File: src/osr_defs.svh
`ifndef OSR_DEFS_SVH
`define OSR_DEFS_SVH

// ----------------------------------------------------------------
// Register word addresses
// ----------------------------------------------------------------
`define OSR_ADDR_W 4
`define OSR_ADDR_GROUP_A 4'h0
`define OSR_ADDR_GROUP_B 4'h1
`define OSR_ADDR_PROG 4'h2
`define OSR_ADDR_AUX 4'h3
`define OSR_ADDR_POL_LOW 4'h4
`define OSR_ADDR_POL_HIGH 4'h5
`define OSR_ADDR_MONITOR 4'h6

// ----------------------------------------------------------------
// Reset values of the routing and polarity registers
// ----------------------------------------------------------------
`define OSR_RST_GROUP_A 16'h2001
`define OSR_RST_GROUP_B 16'h0300
`define OSR_RST_PROG 16'h0654
`define OSR_RST_AUX 16'h0000
`define OSR_RST_POL_LOW 16'h0000
`define OSR_RST_POL_HIGH 16'h0000

// ----------------------------------------------------------------
// Field layout: one 4-bit digit per field, lowest digit first
// ----------------------------------------------------------------
`define OSR_DIGIT_W 4
`define OSR_NUM_SIG 15
`define OSR_NUM_POS 6
`define OSR_CODE_OFF 4'h0
`define OSR_CODE_MAX 4'h6
`define OSR_DIGIT_INVERT 4'h1

// ----------------------------------------------------------------
// Status signal indices on status_in
// ----------------------------------------------------------------
`define OSR_SIG_POS_COMPLETE 0
`define OSR_SIG_BRAKE 6
`define OSR_SIG_PROG_ZERO 8
`define OSR_SIG_PROG_THREE 11
`define OSR_SIG_PROG_FOUR 12
`define OSR_SIG_HOMING_DONE 13
`define OSR_SIG_REF_DIST 14

`endif

File: src/osr_pkg.sv
package osr_pkg;
  // One routing digit
  typedef logic [3:0] osr_code_t;
  // Output positions in the order of the routing codes 1 to 6
  typedef enum logic [2:0] {
    OSR_POS_25_26 = 3'h0,
    OSR_POS_27_28 = 3'h1,
    OSR_POS_29_30 = 3'h2,
    OSR_POS_37 = 3'h3,
    OSR_POS_38 = 3'h4,
    OSR_POS_39 = 3'h5
  } osr_pos_t;
endpackage

File: src/osr_field_decode.sv
`timescale 1ns/1ps
`include "osr_defs.svh"

// Turns one routing digit into a one-hot position select
module osr_field_decode (
  input wire osr_pkg::osr_code_t code,
  output logic [`OSR_NUM_POS-1:0] sel
);

  // Codes 1..6 pick a position; 0 and codes above 6 leave it unrouted
  genvar p;
  generate
    for (p = 0; p < `OSR_NUM_POS; p = p + 1) begin : g_pos
      assign sel[p] = (code == 4'(p + 1));
    end
  endgenerate

endmodule

File: src/osr_pin_driver.sv
`timescale 1ns/1ps
`include "osr_defs.svh"

// Drives one connector position from the signals routed onto it
module osr_pin_driver #(
  parameter int NUM_SIG = `OSR_NUM_SIG
) (
  input wire logic ref_clk,
  input wire logic reset,
  input wire logic [NUM_SIG-1:0] hits,
  input wire logic invert,
  output logic pin
);

  // Several signals on one position are ORed rather than refused
  wire any_hit = |hits;
  wire next_pin = any_hit ^ invert;

  // Registered so the pin never glitches while routing changes
  always_ff @(posedge ref_clk or posedge reset) begin
    if (reset) begin
      pin <= 1'b0;
    end else begin
      pin <= next_pin;
    end
  end

endmodule

File: src/osr_router.sv
`timescale 1ns/1ps
`include "osr_defs.svh"

// Contract
// - Each status signal goes to the position its digit picks: 1..6, or 0 for none.
// - Clearing the positioning-complete digit frees 25/26 for the brake when set to 1.
// - Low polarity digits invert 25/26, 27/28, 29/30, 37 when set to 1.
// - High polarity digits invert 38 then 39 when set to 1.
// - Present states of all routed outputs are readable through the monitor register.
module osr_router (
  input wire logic ref_clk,
  input wire logic reset,
  input wire logic [`OSR_NUM_SIG-1:0] status_in,
  input wire logic [`OSR_ADDR_W-1:0] addr,
  input wire logic [15:0] wr_data,
  input wire logic wr_en,
  input wire logic rd_en,
  output logic [15:0] rd_data,
  output logic [`OSR_NUM_POS-1:0] pin_out
);

  // ----------------------------------------------------------------
  // Register file
  // ----------------------------------------------------------------
  logic [15:0] status_routing_group_a;
  logic [15:0] status_routing_group_b;
  logic [15:0] programmable_output_routing;
  logic [15:0] auxiliary_output_routing;
  logic [15:0] output_polarity_low;
  logic [15:0] output_polarity_high;

  // Write decode
  wire wr_group_a = wr_en && (addr == `OSR_ADDR_GROUP_A);
  wire wr_group_b = wr_en && (addr == `OSR_ADDR_GROUP_B);
  wire wr_prog = wr_en && (addr == `OSR_ADDR_PROG);
  wire wr_aux = wr_en && (addr == `OSR_ADDR_AUX);
  wire wr_pol_low = wr_en && (addr == `OSR_ADDR_POL_LOW);
  wire wr_pol_high = wr_en && (addr == `OSR_ADDR_POL_HIGH);

  // Routing registers; new digits take effect on the next pin update
  always_ff @(posedge ref_clk or posedge reset) begin
    if (reset) begin
      status_routing_group_a <= `OSR_RST_GROUP_A;
      status_routing_group_b <= `OSR_RST_GROUP_B;
      programmable_output_routing <= `OSR_RST_PROG;
      auxiliary_output_routing <= `OSR_RST_AUX;
    end else begin
      if (wr_group_a) begin
        status_routing_group_a <= wr_data;
      end
      if (wr_group_b) begin
        status_routing_group_b <= wr_data;
      end
      if (wr_prog) begin
        programmable_output_routing <= wr_data;
      end
      if (wr_aux) begin
        auxiliary_output_routing <= wr_data;
      end
    end
  end

  // Polarity registers
  always_ff @(posedge ref_clk or posedge reset) begin
    if (reset) begin
      output_polarity_low <= `OSR_RST_POL_LOW;
      output_polarity_high <= `OSR_RST_POL_HIGH;
    end else begin
      if (wr_pol_low) begin
        output_polarity_low <= wr_data;
      end
      if (wr_pol_high) begin
        output_polarity_high <= wr_data;
      end
    end
  end

  // ----------------------------------------------------------------
  // Routing fields
  // ----------------------------------------------------------------
  // The fourth digit of the auxiliary register carries no signal
  wire [63:0] all_fields = {auxiliary_output_routing, programmable_output_routing,
                            status_routing_group_b, status_routing_group_a};

  // Per-signal one-hot position select, flattened signal by signal
  wire [`OSR_NUM_SIG*`OSR_NUM_POS-1:0] sel_flat;
  // Per-position signal hits, flattened position by position
  wire [`OSR_NUM_POS*`OSR_NUM_SIG-1:0] hits_flat;

  genvar s;
  genvar p;
  generate
    for (s = 0; s < `OSR_NUM_SIG; s = s + 1) begin : g_sig
      osr_field_decode u_decode (
        .code(osr_pkg::osr_code_t'(all_fields[s*`OSR_DIGIT_W +: `OSR_DIGIT_W])),
        .sel(sel_flat[s*`OSR_NUM_POS +: `OSR_NUM_POS])
      );
      for (p = 0; p < `OSR_NUM_POS; p = p + 1) begin : g_hit
        assign hits_flat[p*`OSR_NUM_SIG + s] = status_in[s] && sel_flat[s*`OSR_NUM_POS + p];
      end
    end
  endgenerate

  // ----------------------------------------------------------------
  // Polarity and pin drivers
  // ----------------------------------------------------------------
  // Only a digit of exactly 1 inverts; other digit values leave the pin true
  wire [`OSR_NUM_POS-1:0] invert;
  assign invert[0] = (output_polarity_low[3:0] == `OSR_DIGIT_INVERT);
  assign invert[1] = (output_polarity_low[7:4] == `OSR_DIGIT_INVERT);
  assign invert[2] = (output_polarity_low[11:8] == `OSR_DIGIT_INVERT);
  assign invert[3] = (output_polarity_low[15:12] == `OSR_DIGIT_INVERT);
  assign invert[4] = (output_polarity_high[3:0] == `OSR_DIGIT_INVERT);
  assign invert[5] = (output_polarity_high[7:4] == `OSR_DIGIT_INVERT);

  generate
    for (p = 0; p < `OSR_NUM_POS; p = p + 1) begin : g_pin
      osr_pin_driver #(
        .NUM_SIG(`OSR_NUM_SIG)
      ) u_pin (
        .ref_clk(ref_clk),
        .reset(reset),
        .hits(hits_flat[p*`OSR_NUM_SIG +: `OSR_NUM_SIG]),
        .invert(invert[p]),
        .pin(pin_out[p])
      );
    end
  endgenerate

  // ----------------------------------------------------------------
  // Read path
  // ----------------------------------------------------------------
  // Monitor: connector levels low, unused bits zero
  wire [15:0] monitor_word = {10'h000, pin_out};

  logic [15:0] read_mux;
  always_comb begin
    unique case (addr)
      `OSR_ADDR_GROUP_A: read_mux = status_routing_group_a;
      `OSR_ADDR_GROUP_B: read_mux = status_routing_group_b;
      `OSR_ADDR_PROG: read_mux = programmable_output_routing;
      `OSR_ADDR_AUX: read_mux = auxiliary_output_routing;
      `OSR_ADDR_POL_LOW: read_mux = output_polarity_low;
      `OSR_ADDR_POL_HIGH: read_mux = output_polarity_high;
      `OSR_ADDR_MONITOR: read_mux = monitor_word;
      default: read_mux = 16'h0000;
    endcase
  end

  // Data stand only in the cycle after the strobe, else zero
  wire [15:0] next_rd_data = rd_en ? read_mux : 16'h0000;

  always_ff @(posedge ref_clk or posedge reset) begin
    if (reset) begin
      rd_data <= 16'h0000;
    end else begin
      rd_data <= next_rd_data;
    end
  end

  // ----------------------------------------------------------------
  // Assertions
  // ----------------------------------------------------------------
  wire [3:0] done_digit = status_routing_group_a[3:0];
  wire [3:0] brake_digit = status_routing_group_b[11:8];
  wire [`OSR_NUM_SIG-1:0] hits_p0 = hits_flat[0 +: `OSR_NUM_SIG];
  wire [`OSR_NUM_SIG-1:0] hits_p3 = hits_flat[3*`OSR_NUM_SIG +: `OSR_NUM_SIG];
  wire [`OSR_NUM_SIG-1:0] hits_p5 = hits_flat[5*`OSR_NUM_SIG +: `OSR_NUM_SIG];

  // ----------------------------------------------------------------
  // Routing of the programmable and auxiliary signals
  // ----------------------------------------------------------------
  // Digit fields named for the checks below
  wire [3:0] prog_three_digit = programmable_output_routing[15:12];
  wire [3:0] prog_four_digit = auxiliary_output_routing[3:0];
  wire [3:0] homing_digit = auxiliary_output_routing[7:4];
  wire [3:0] ref_dist_digit = auxiliary_output_routing[11:8];
  wire [`OSR_NUM_SIG-1:0] hits_p4 = hits_flat[4*`OSR_NUM_SIG +: `OSR_NUM_SIG];
endmodule

File: config.mk
export PLATFORM = sky130hd
export DESIGN_NAME = osr_router
export DESIGN_NICKNAME = d
export VERILOG_FILES = /design/src/osr_pkg.sv /design/src/osr_field_decode.sv /design/src/osr_pin_driver.sv /design/src/osr_router.sv
export VERILOG_INCLUDE_DIRS = /design/src
export SDC_FILE = /design/constraint.sdc
export NUM_CORES = 1
export LEC_CHECK = 0
export ABC_AREA = 1
export BUFFER_PORTS_ARGS = -buffer_cell sky130_fd_sc_hd__clkbuf_2
export CORE_ASPECT_RATIO = 2
export CORE_MARGIN = 8
export CORE_UTILIZATION = 35
export DETAILED_ROUTE_END_ITERATION = 12
export PLACE_DENSITY = 0.63
export SLEW_MARGIN = 5
export SYNTH_ARGS = -nofsm -noshare
export SYNTH_HDL_FRONTEND = slang
export SYNTH_SLANG_ARGS = --single-unit
export TNS_END_PERCENT = 100
File: constraint.sdc
create_clock -name ref_clk -period 5.6 [get_ports ref_clk]
set_input_delay 0.28 -clock ref_clk [delete_from_list [all_inputs] [get_ports ref_clk]]
set_output_delay 0.28 -clock ref_clk [all_outputs]
set_load 0.01 [all_outputs]
==> impl_metrics.env, run 1 <==
export IMPL_syn_inst=913
export IMPL_postCtsHoldBufs=0
export IMPL_start_util=0.355
export IMPL_clk_pin_slew_ns=0.05
export IMPL_yosysUniqueCellTypes=28
export IMPL_leakage_nw=3.73
export IMPL_area_growth_pct=15.4
export IMPL_dieArea_um2=23300
export IMPL_yosys_area_top_type="dfrtp_1"
export IMPL_path_cells="clkbuf_2, inv_2, nor2_2, nand3_1, nand2_1, o21ai_1"
export IMPL_cp_max_fo=32
export IMPL_hpwl_um=17000
export IMPL_hp_class="in2async"
export IMPL_p_seq_frac=0.411
export IMPL_synth_fp_nets=952
export IMPL_ys_warn_count=0
export IMPL_finalCritPeriodShare=0.452
export IMPL_via_per_inst=5.24
export IMPL_wl_per_cell_um=18.8
export IMPL_rsz0062_at_grt="false"
export IMPL_ctsResizeCount=0
export IMPL_vias=6225
export IMPL_outcome="finished with violations"
export IMPL_path_delay_family="simple AND/OR/NAND/NOR gates"
export IMPL_finClkSkew_ns=0.0102
export IMPL_gp_congestion=0.999
export IMPL_fin_nets=998
export IMPL_antenna_left=0
export IMPL_final_hold_violation_count=13
export IMPL_avgSynthCellArea_um2=7.06
export IMPL_ys_ff_latch=118
export IMPL_final_common_cell="nand2_1"
export IMPL_cpPeakStageDelay_ns=1.12
export IMPL_violations="negative hold slack"
export IMPL_synthFlopType="dfrtp_1"
export IMPL_grt_max_degree=61
export IMPL_place_area_um2=6830
export IMPL_end_kind="flip-flop"
export IMPL_cts_root_buf="clkbuf_16"
export IMPL_fin_crit_ns=2.53
export IMPL_tns_ns=0
export IMPL_cp_required_ns=5.85
export IMPL_setup_viol=0
export IMPL_finalWirelength_um=22300
export IMPL_cts_tree="built"
export IMPL_powerDensity_nw_per_um2=399
export IMPL_first_global_vias=6245
export IMPL_drt_first_iter_violations=448
export IMPL_p_sw_mw=0.993
export IMPL_io_pins=61
export IMPL_synth_area_leaders="dfrtp_1 (42%), nand2_1 (14%), nor2_1 (8.6%), o21ai_1 (6.8%), nand3_1 (6.4%)"
export IMPL_clkLatencyLatePin_ns=0.42
export IMPL_rows=70
export IMPL_p_comb_frac=0.211
export IMPL_tightest_slew_ns=1.20
export IMPL_io_buffers=60
export IMPL_drive_gt1_frac=0.117
export IMPL_final_util=0.410
export IMPL_synth_largest_type_area_fraction=0.423
export IMPL_postCtsSetupRepairBufs=0
export IMPL_cts_htree_levels=4
export IMPL_die_y_um=208
export IMPL_fp_dieW_um=112
export IMPL_critPathKind="in2reg"
export IMPL_dr_pass1_iters=7
export IMPL_drcViolationCount=0
export IMPL_drv_cap=0
export IMPL_layout_common_cells="nand2_1 (233), nor2_1 (148), dfrtp_1 (109), inv_1 (107), o21ai_1 (87)"
export IMPL_grt_pass1_wl_um=34400
export IMPL_core_area_um2=18100
export IMPL_report_final_slew_viol_count=0
export IMPL_p_clk_frac=0.378
export IMPL_final_cell_area_um2=7430
export IMPL_num_antenna_cells=0
export IMPL_cts_num_sinks=118
export IMPL_grt_overflow=0
export IMPL_synthArstFlopShare=1.00
export IMPL_cts_buffers=17
export IMPL_peakVddDrop_uv=183
export IMPL_slowest_stage="nand3_1"
export IMPL_grt_usage=0.197
export IMPL_fin_hold_ws_ns=-0.0236
export IMPL_crit_arrival_ns=2.78
export IMPL_clock_fmax_mhz=395
export IMPL_synth_enable_flop_cells=0
export IMPL_syn_area_um2=6440
export IMPL_p_sw_frac=0.334
export IMPL_crit_buf_inv=2
export IMPL_start_kind="input pin"
export IMPL_relSlewSlack=0.200
export IMPL_antenna_found_initial=0
export IMPL_internal_power_mw=1.98
export IMPL_ys_seq_area_frac=0.460
export IMPL_cts_max_path_buffers=2
-- cell families after synthesis --
family          share of synthesized area
compound gates                      0.117
buf+inv                            0.0975
flops                               0.460
simple gates                        0.325
-- cells in the mapped netlist (9+ instances only) --
master   count
a21oi_1     12
nand4_1     19
o22ai_1     14
inv_1      108
nand3_1     82
dfstp_2      9
buf_2       19
nand2_1    233
o21ai_1     87
nor2_1     148
o21ai_0     22
dfrtp_1    109
-- layout make-up --
| type | instances | area [um^2] |
|---|---|---|
| Tap cell | 216 | 270 |
| Fill cell | 1884 | 10700 |
| Timing Repair Buffer | 61 | 308 |
| Multi-Input combinational cell | 644 | 2850 |
| Inverter | 117 | 442 |
| Sequential cell | 118 | 2960 |
| Clock buffer | 22 | 474 |
| Clock inverter | 9 | 125 |
-- power groups by stage --
stage                     Clock [mW]  Combinational, mW  Sequential, mW
after floorplan                    0              0.465            1.16
after global placement             0              0.609            1.23
after detailed placement           0              0.621            1.23
after CTS                       1.14              0.624            1.21
after global routing            1.17              0.711            1.24
final                           1.12              0.626            1.22
-- metal layers --
layer	vias to the layer above	track usage	wire (um)
li1	3017	-	-
met1	2898	0.195	8020
met4	0	0.153	1540
met5	-	0	0
met3	74	0.0253	824
met2	236	0.361	11900
-- path summary, 6_finish.rpt --
check,cells after the start,to,slack [ns],from
hold reg to reg,2,output_polarity_low[4]$_DFFE_PP0P_,0.49,output_polarity_low[4]$_DFFE_PP0P_
max in group asynchronous,3,output_polarity_high[2]$_DFFE_PP0P_,4.36,reset
setup reg to reg,9,g_pin[5].u_pin.pin$_DFF_PP0_,4.02,status_routing_group_b[8]$_DFFE_PP1P_
min in group ref_clk,3,programmable_output_routing[7]$_DFFE_PP0P_,0.26,wr_data[7]
setup / recovery,6,output_polarity_high[3]$_DFFE_PP0P_,3.07,addr[2]
hold / removal,2,rd_data[10]$_DFF_PP0_,-0.02,reset
-- per-stage QoR --
step / worst slack [ns] / power [mW] / std cells / hold WS (ns)
2_1_floorplan: 2.21 / 1.63 / 913 / 0.453
3_3_place_gp: 2.89 / 1.84 / 1156 / 0.455
3_5_place_dp: 2.81 / 1.85 / 1156 / 0.455
5_1_grt: 2.85 / 3.12 / 1187 / 0.0563
6_report: 3.07 / 2.97 / 1187 / -0.0236
4_1_cts: 3.17 / 2.97 / 1187 / 0.00841
-- registers in the layout (all words and copies together) (netlist names) --
name,count
auxiliary_output_routing,16
output_polarity_high,16
output_polarity_low,16
programmable_output_routing,16
rd_data,16
status_routing_group_a,16
status_routing_group_b,16
g_pin.u_pin.pin,6
-- worst reg2reg max path: stages (launching register included) --
cell and delay (ns):
dfstp_2 0.56, inv_1 0.08, nand2_1 0.06, nor2_1 0.04, nor2_1 0.21, nand2_1 0.08, nor2_1 0.22, nand2_1 0.08
nand2_1 0.06, nand2_1 0.07
No activity file was read; power rests on OpenSTA's default activity.
==> run 2, diff against run 1 <==
--- a/config.mk
+++ b/config.mk
@@ -6,7 +6,7 @@
 export SDC_FILE = /design/constraint.sdc
 export NUM_CORES = 1
 export LEC_CHECK = 0
-export ABC_AREA = 1
+export ABC_AREA = 0
 export BUFFER_PORTS_ARGS = -buffer_cell sky130_fd_sc_hd__clkbuf_2
 export CORE_ASPECT_RATIO = 2
 export CORE_MARGIN = 8
==> constraint.sdc (replaced) <==
create_clock -name ref_clk -period 2.4 [get_ports ref_clk]
set_input_delay 0.12 -clock ref_clk [delete_from_list [all_inputs] [get_ports ref_clk]]
set_output_delay 0.12 -clock ref_clk [all_outputs]
set_load 0.01 [all_outputs]
==> run 2 against run 1 <==
  * The flow now finishes without violations
  * Sequential power up 150%
  * Routed wire length down 13%
  * Total power up 130%
  * Clock power up 130%
  * Critical path depth down 1
  * Largest power group unchanged
==> impl_metrics.env, run 2 <==
export IMPL_r2r_slack_ns=0.60
export IMPL_synth_enable_flop_cells=0
export IMPL_synth_area_leaders="dfrtp_1 (44%), mux2_2 (18%), dfstp_2 (3.8%), a22oi_1 (3.3%), mux2_4 (2.4%)"
export IMPL_wl_per_cell_um=24.1
export IMPL_drv_cap=0
export IMPL_start_kind="flip-flop"
export IMPL_hp_class="in2reg"
export IMPL_min_path_cells=2
export IMPL_worstReg2RegEnd="g_pin[0].u_pin.pin$_DFF_PP0_"
export IMPL_grt_overflow=0
export IMPL_crit_arrival_ns=2.13
export IMPL_synth_fp_nets=558
export IMPL_postCtsHoldBufs=1
export IMPL_rsz0062_at_grt="false"
export IMPL_cp_max_fo=4
export IMPL_cts_tree="built"
export IMPL_leakage_nw=3.07
export IMPL_grt_pass1_wl_um=29800
export IMPL_area_growth_pct=17.4
export IMPL_final_common_cell="dfrtp_1"
export IMPL_die_y_um=205
export IMPL_tns_ns=0
export IMPL_final_hold_violation_count=0
export IMPL_relSlewSlack=0.532
export IMPL_final_util=0.415
export IMPL_cts_max_path_buffers=2
export IMPL_io_pins=61
export IMPL_finClkSkew_ns=0.00813
export IMPL_peakVddDrop_uv=455
export IMPL_drt_first_iter_violations=342
export IMPL_fin_hold_ws_ns=0.0306
export IMPL_cts_num_sinks=118
export IMPL_io_buffers=60
export IMPL_critPathKind="reg2reg"
export IMPL_ctsResizeCount=0
export IMPL_drcViolationCount=0
export IMPL_via_per_inst=5.85
export IMPL_worstReg2RegStart="status_routing_group_a[6]$_DFFE_PP0P_"
export IMPL_hpwl_um=14300
export IMPL_ys_ff_latch=118
export IMPL_yosysUniqueCellTypes=48
export IMPL_outcome="finished, final reports clean"
export IMPL_finalCritPeriodShare=0.748
export IMPL_hp_start="wr_data[8]"
export IMPL_postCtsSetupRepairBufs=0
export IMPL_rows=69
export IMPL_cts_htree_levels=4
export IMPL_num_antenna_cells=0
export IMPL_tightest_slew_ns=0.692
export IMPL_powerDensity_nw_per_um2=954
export IMPL_end_kind="flip-flop"
export IMPL_drive_gt1_frac=0.412
export IMPL_syn_area_um2=6220
export IMPL_vias=4723
export IMPL_synthFlopType="dfrtp_1"
export IMPL_yosys_area_top_type="dfrtp_1"
export IMPL_fin_crit_ns=1.80
export IMPL_cp_required_ns=2.73
export IMPL_yosysMostFrequentCell="dfrtp_1"
export IMPL_gp_congestion=0.949
export IMPL_ys_warn_count=0
export IMPL_dieArea_um2=22500
export IMPL_syn_inst=519
export IMPL_synthTopCellsByCount="dfrtp_1 (109), mux2_2 (98), a22oi_1 (27)"
export IMPL_fp_dieW_um=110
export IMPL_r2r_cells=5
export IMPL_first_global_vias=4895
export IMPL_cts_buffers=17
export IMPL_finalWirelength_um=19500
export IMPL_fin_nets=622
export IMPL_synth_largest_type_area_fraction=0.439
export IMPL_hold_end="auxiliary_output_routing[8]$_DFFE_PP0P_"
export IMPL_grt_max_degree=69
export IMPL_layout_common_cells="dfrtp_1 (109), mux2_2 (98), clkbuf_2 (60), a22oi_1 (27)"
export IMPL_antenna_found_initial=0
export IMPL_avgSynthCellArea_um2=12.0
export IMPL_grt_usage=0.180
export IMPL_antenna_left=0
export IMPL_dr_pass1_iters=7
export IMPL_ys_seq_area_frac=0.477
export IMPL_core_area_um2=17600
export IMPL_cts_root_buf="clkbuf_16"
export IMPL_start_util=0.353
export IMPL_synthArstFlopShare=1.00
export IMPL_report_final_slew_viol_count=0
export IMPL_clk_pin_slew_ns=0.05
export IMPL_setup_viol=0
export IMPL_clkLatencyLatePin_ns=0.41
export IMPL_clock_fmax_mhz=557
-- run 2: cell types whose count changed after synthesis, sizes merged, moves of 14 or more --
| cell | before | now |
|---|---|---|
| nand2 | 236 | 27 |
| nor2 | 151 | 19 |
| inv | 116 | 5 |
| mux2 | 0 | 111 |
| o21ai | 109 | 0 |
| nand3 | 82 | 10 |
| a22oi | 0 | 27 |
| nand2b | 0 | 23 |
| nand4 | 19 | 1 |
| nor4b | 0 | 14 |
-- run 2: critical path, stage by stage, from the launching register on --
cell and delay [ns]:
dfrtp_1 0.41, or3b_2 0.55, o32ai_1 0.27, nor4_1 0.13
nand3_1 0.18, xor2_1 0.17
-- run 2: stage by stage --
| step | instance area [um^2] | power (mW) | std cells | setup WS (ns) |
|---|---|---|---|---|
| 2_1_floorplan | 6220 | 3.89 | 519 | 0.846 |
| 3_3_place_gp | 6700 | 4.42 | 776 | 0.439 |
| 5_1_grt | 7300 | 7.27 | 808 | 0.539 |
| 4_1_cts | 7300 | 7.01 | 808 | 0.624 |
| 3_5_place_dp | 6700 | 4.43 | 776 | 0.465 |
| 6_report | 7300 | 6.97 | 808 | 0.604 |
-- run 2: how the worst max path moves through the flow --
| stage | startpoint | to | slack (ns) | cells after the start |
|---|---|---|---|---|
| 2_1_floorplan | reset | auxiliary_output_routing[0]$_DFFE_PP0P_ | 0.85 | 1 |
| 3_3_place_gp | addr[3] | status_routing_group_a[4]$_DFFE_PP0P_ | 0.44 | 4 |
| 3_5_place_dp | addr[3] | status_routing_group_a[7]$_DFFE_PP0P_ | 0.46 | 4 |
| 4_1_cts | status_routing_group_a[6]$_DFFE_PP0P_ | g_pin[0].u_pin.pin$_DFF_PP0_ | 0.62 | 5 |
| 5_1_grt | status_routing_group_a[6]$_DFFE_PP0P_ | g_pin[0].u_pin.pin$_DFF_PP0_ | 0.54 | 5 |
| 6_report | status_routing_group_a[6]$_DFFE_PP0P_ | g_pin[0].u_pin.pin$_DFF_PP0_ | 0.60 | 5 |
-- run 2: layout make-up --
| cell class | count | area (um^2) |
|---|---|---|
| fill | 1695 | 10300 |
| multi-input combinational | 370 | 3060 |
| sequential | 118 | 2960 |
| clock buffer | 22 | 464 |
| timing repair buffer | 71 | 398 |
| tap | 213 | 267 |
| clock inverter | 9 | 126 |
| inverter | 5 | 22.5 |
-- run 2: cell families after synthesis --
family	Yosys count	synth area share
flip-flops	118	0.477
AO/OA/AOI/OAI	89	0.102
AND/OR/NAND/NOR	163	0.173
XOR/XNOR	6	0.00845
buffers and inverters	31	0.0312
multiplexers	112	0.209
-- run 2: power breakdown --
group	total, mW	internal, mW	leakage, nW	switching, mW
registers	3.01	2.46	1.45	0.545
logic	1.41	0.739	1.33	0.667
clock network	2.56	1.67	0.290	0.882
-- run 2: metal layers --
metal | global-route usage | vias up | part of all wire
met3 | 0.0340 | 37 | 0.056
met4 | 0.0747 | 0 | 0.029
met5 | 0 | - | 0
met2 | 0.286 | 185 | 0.49
li1 | - | 2108 | -
met1 | 0.230 | 2393 | 0.42
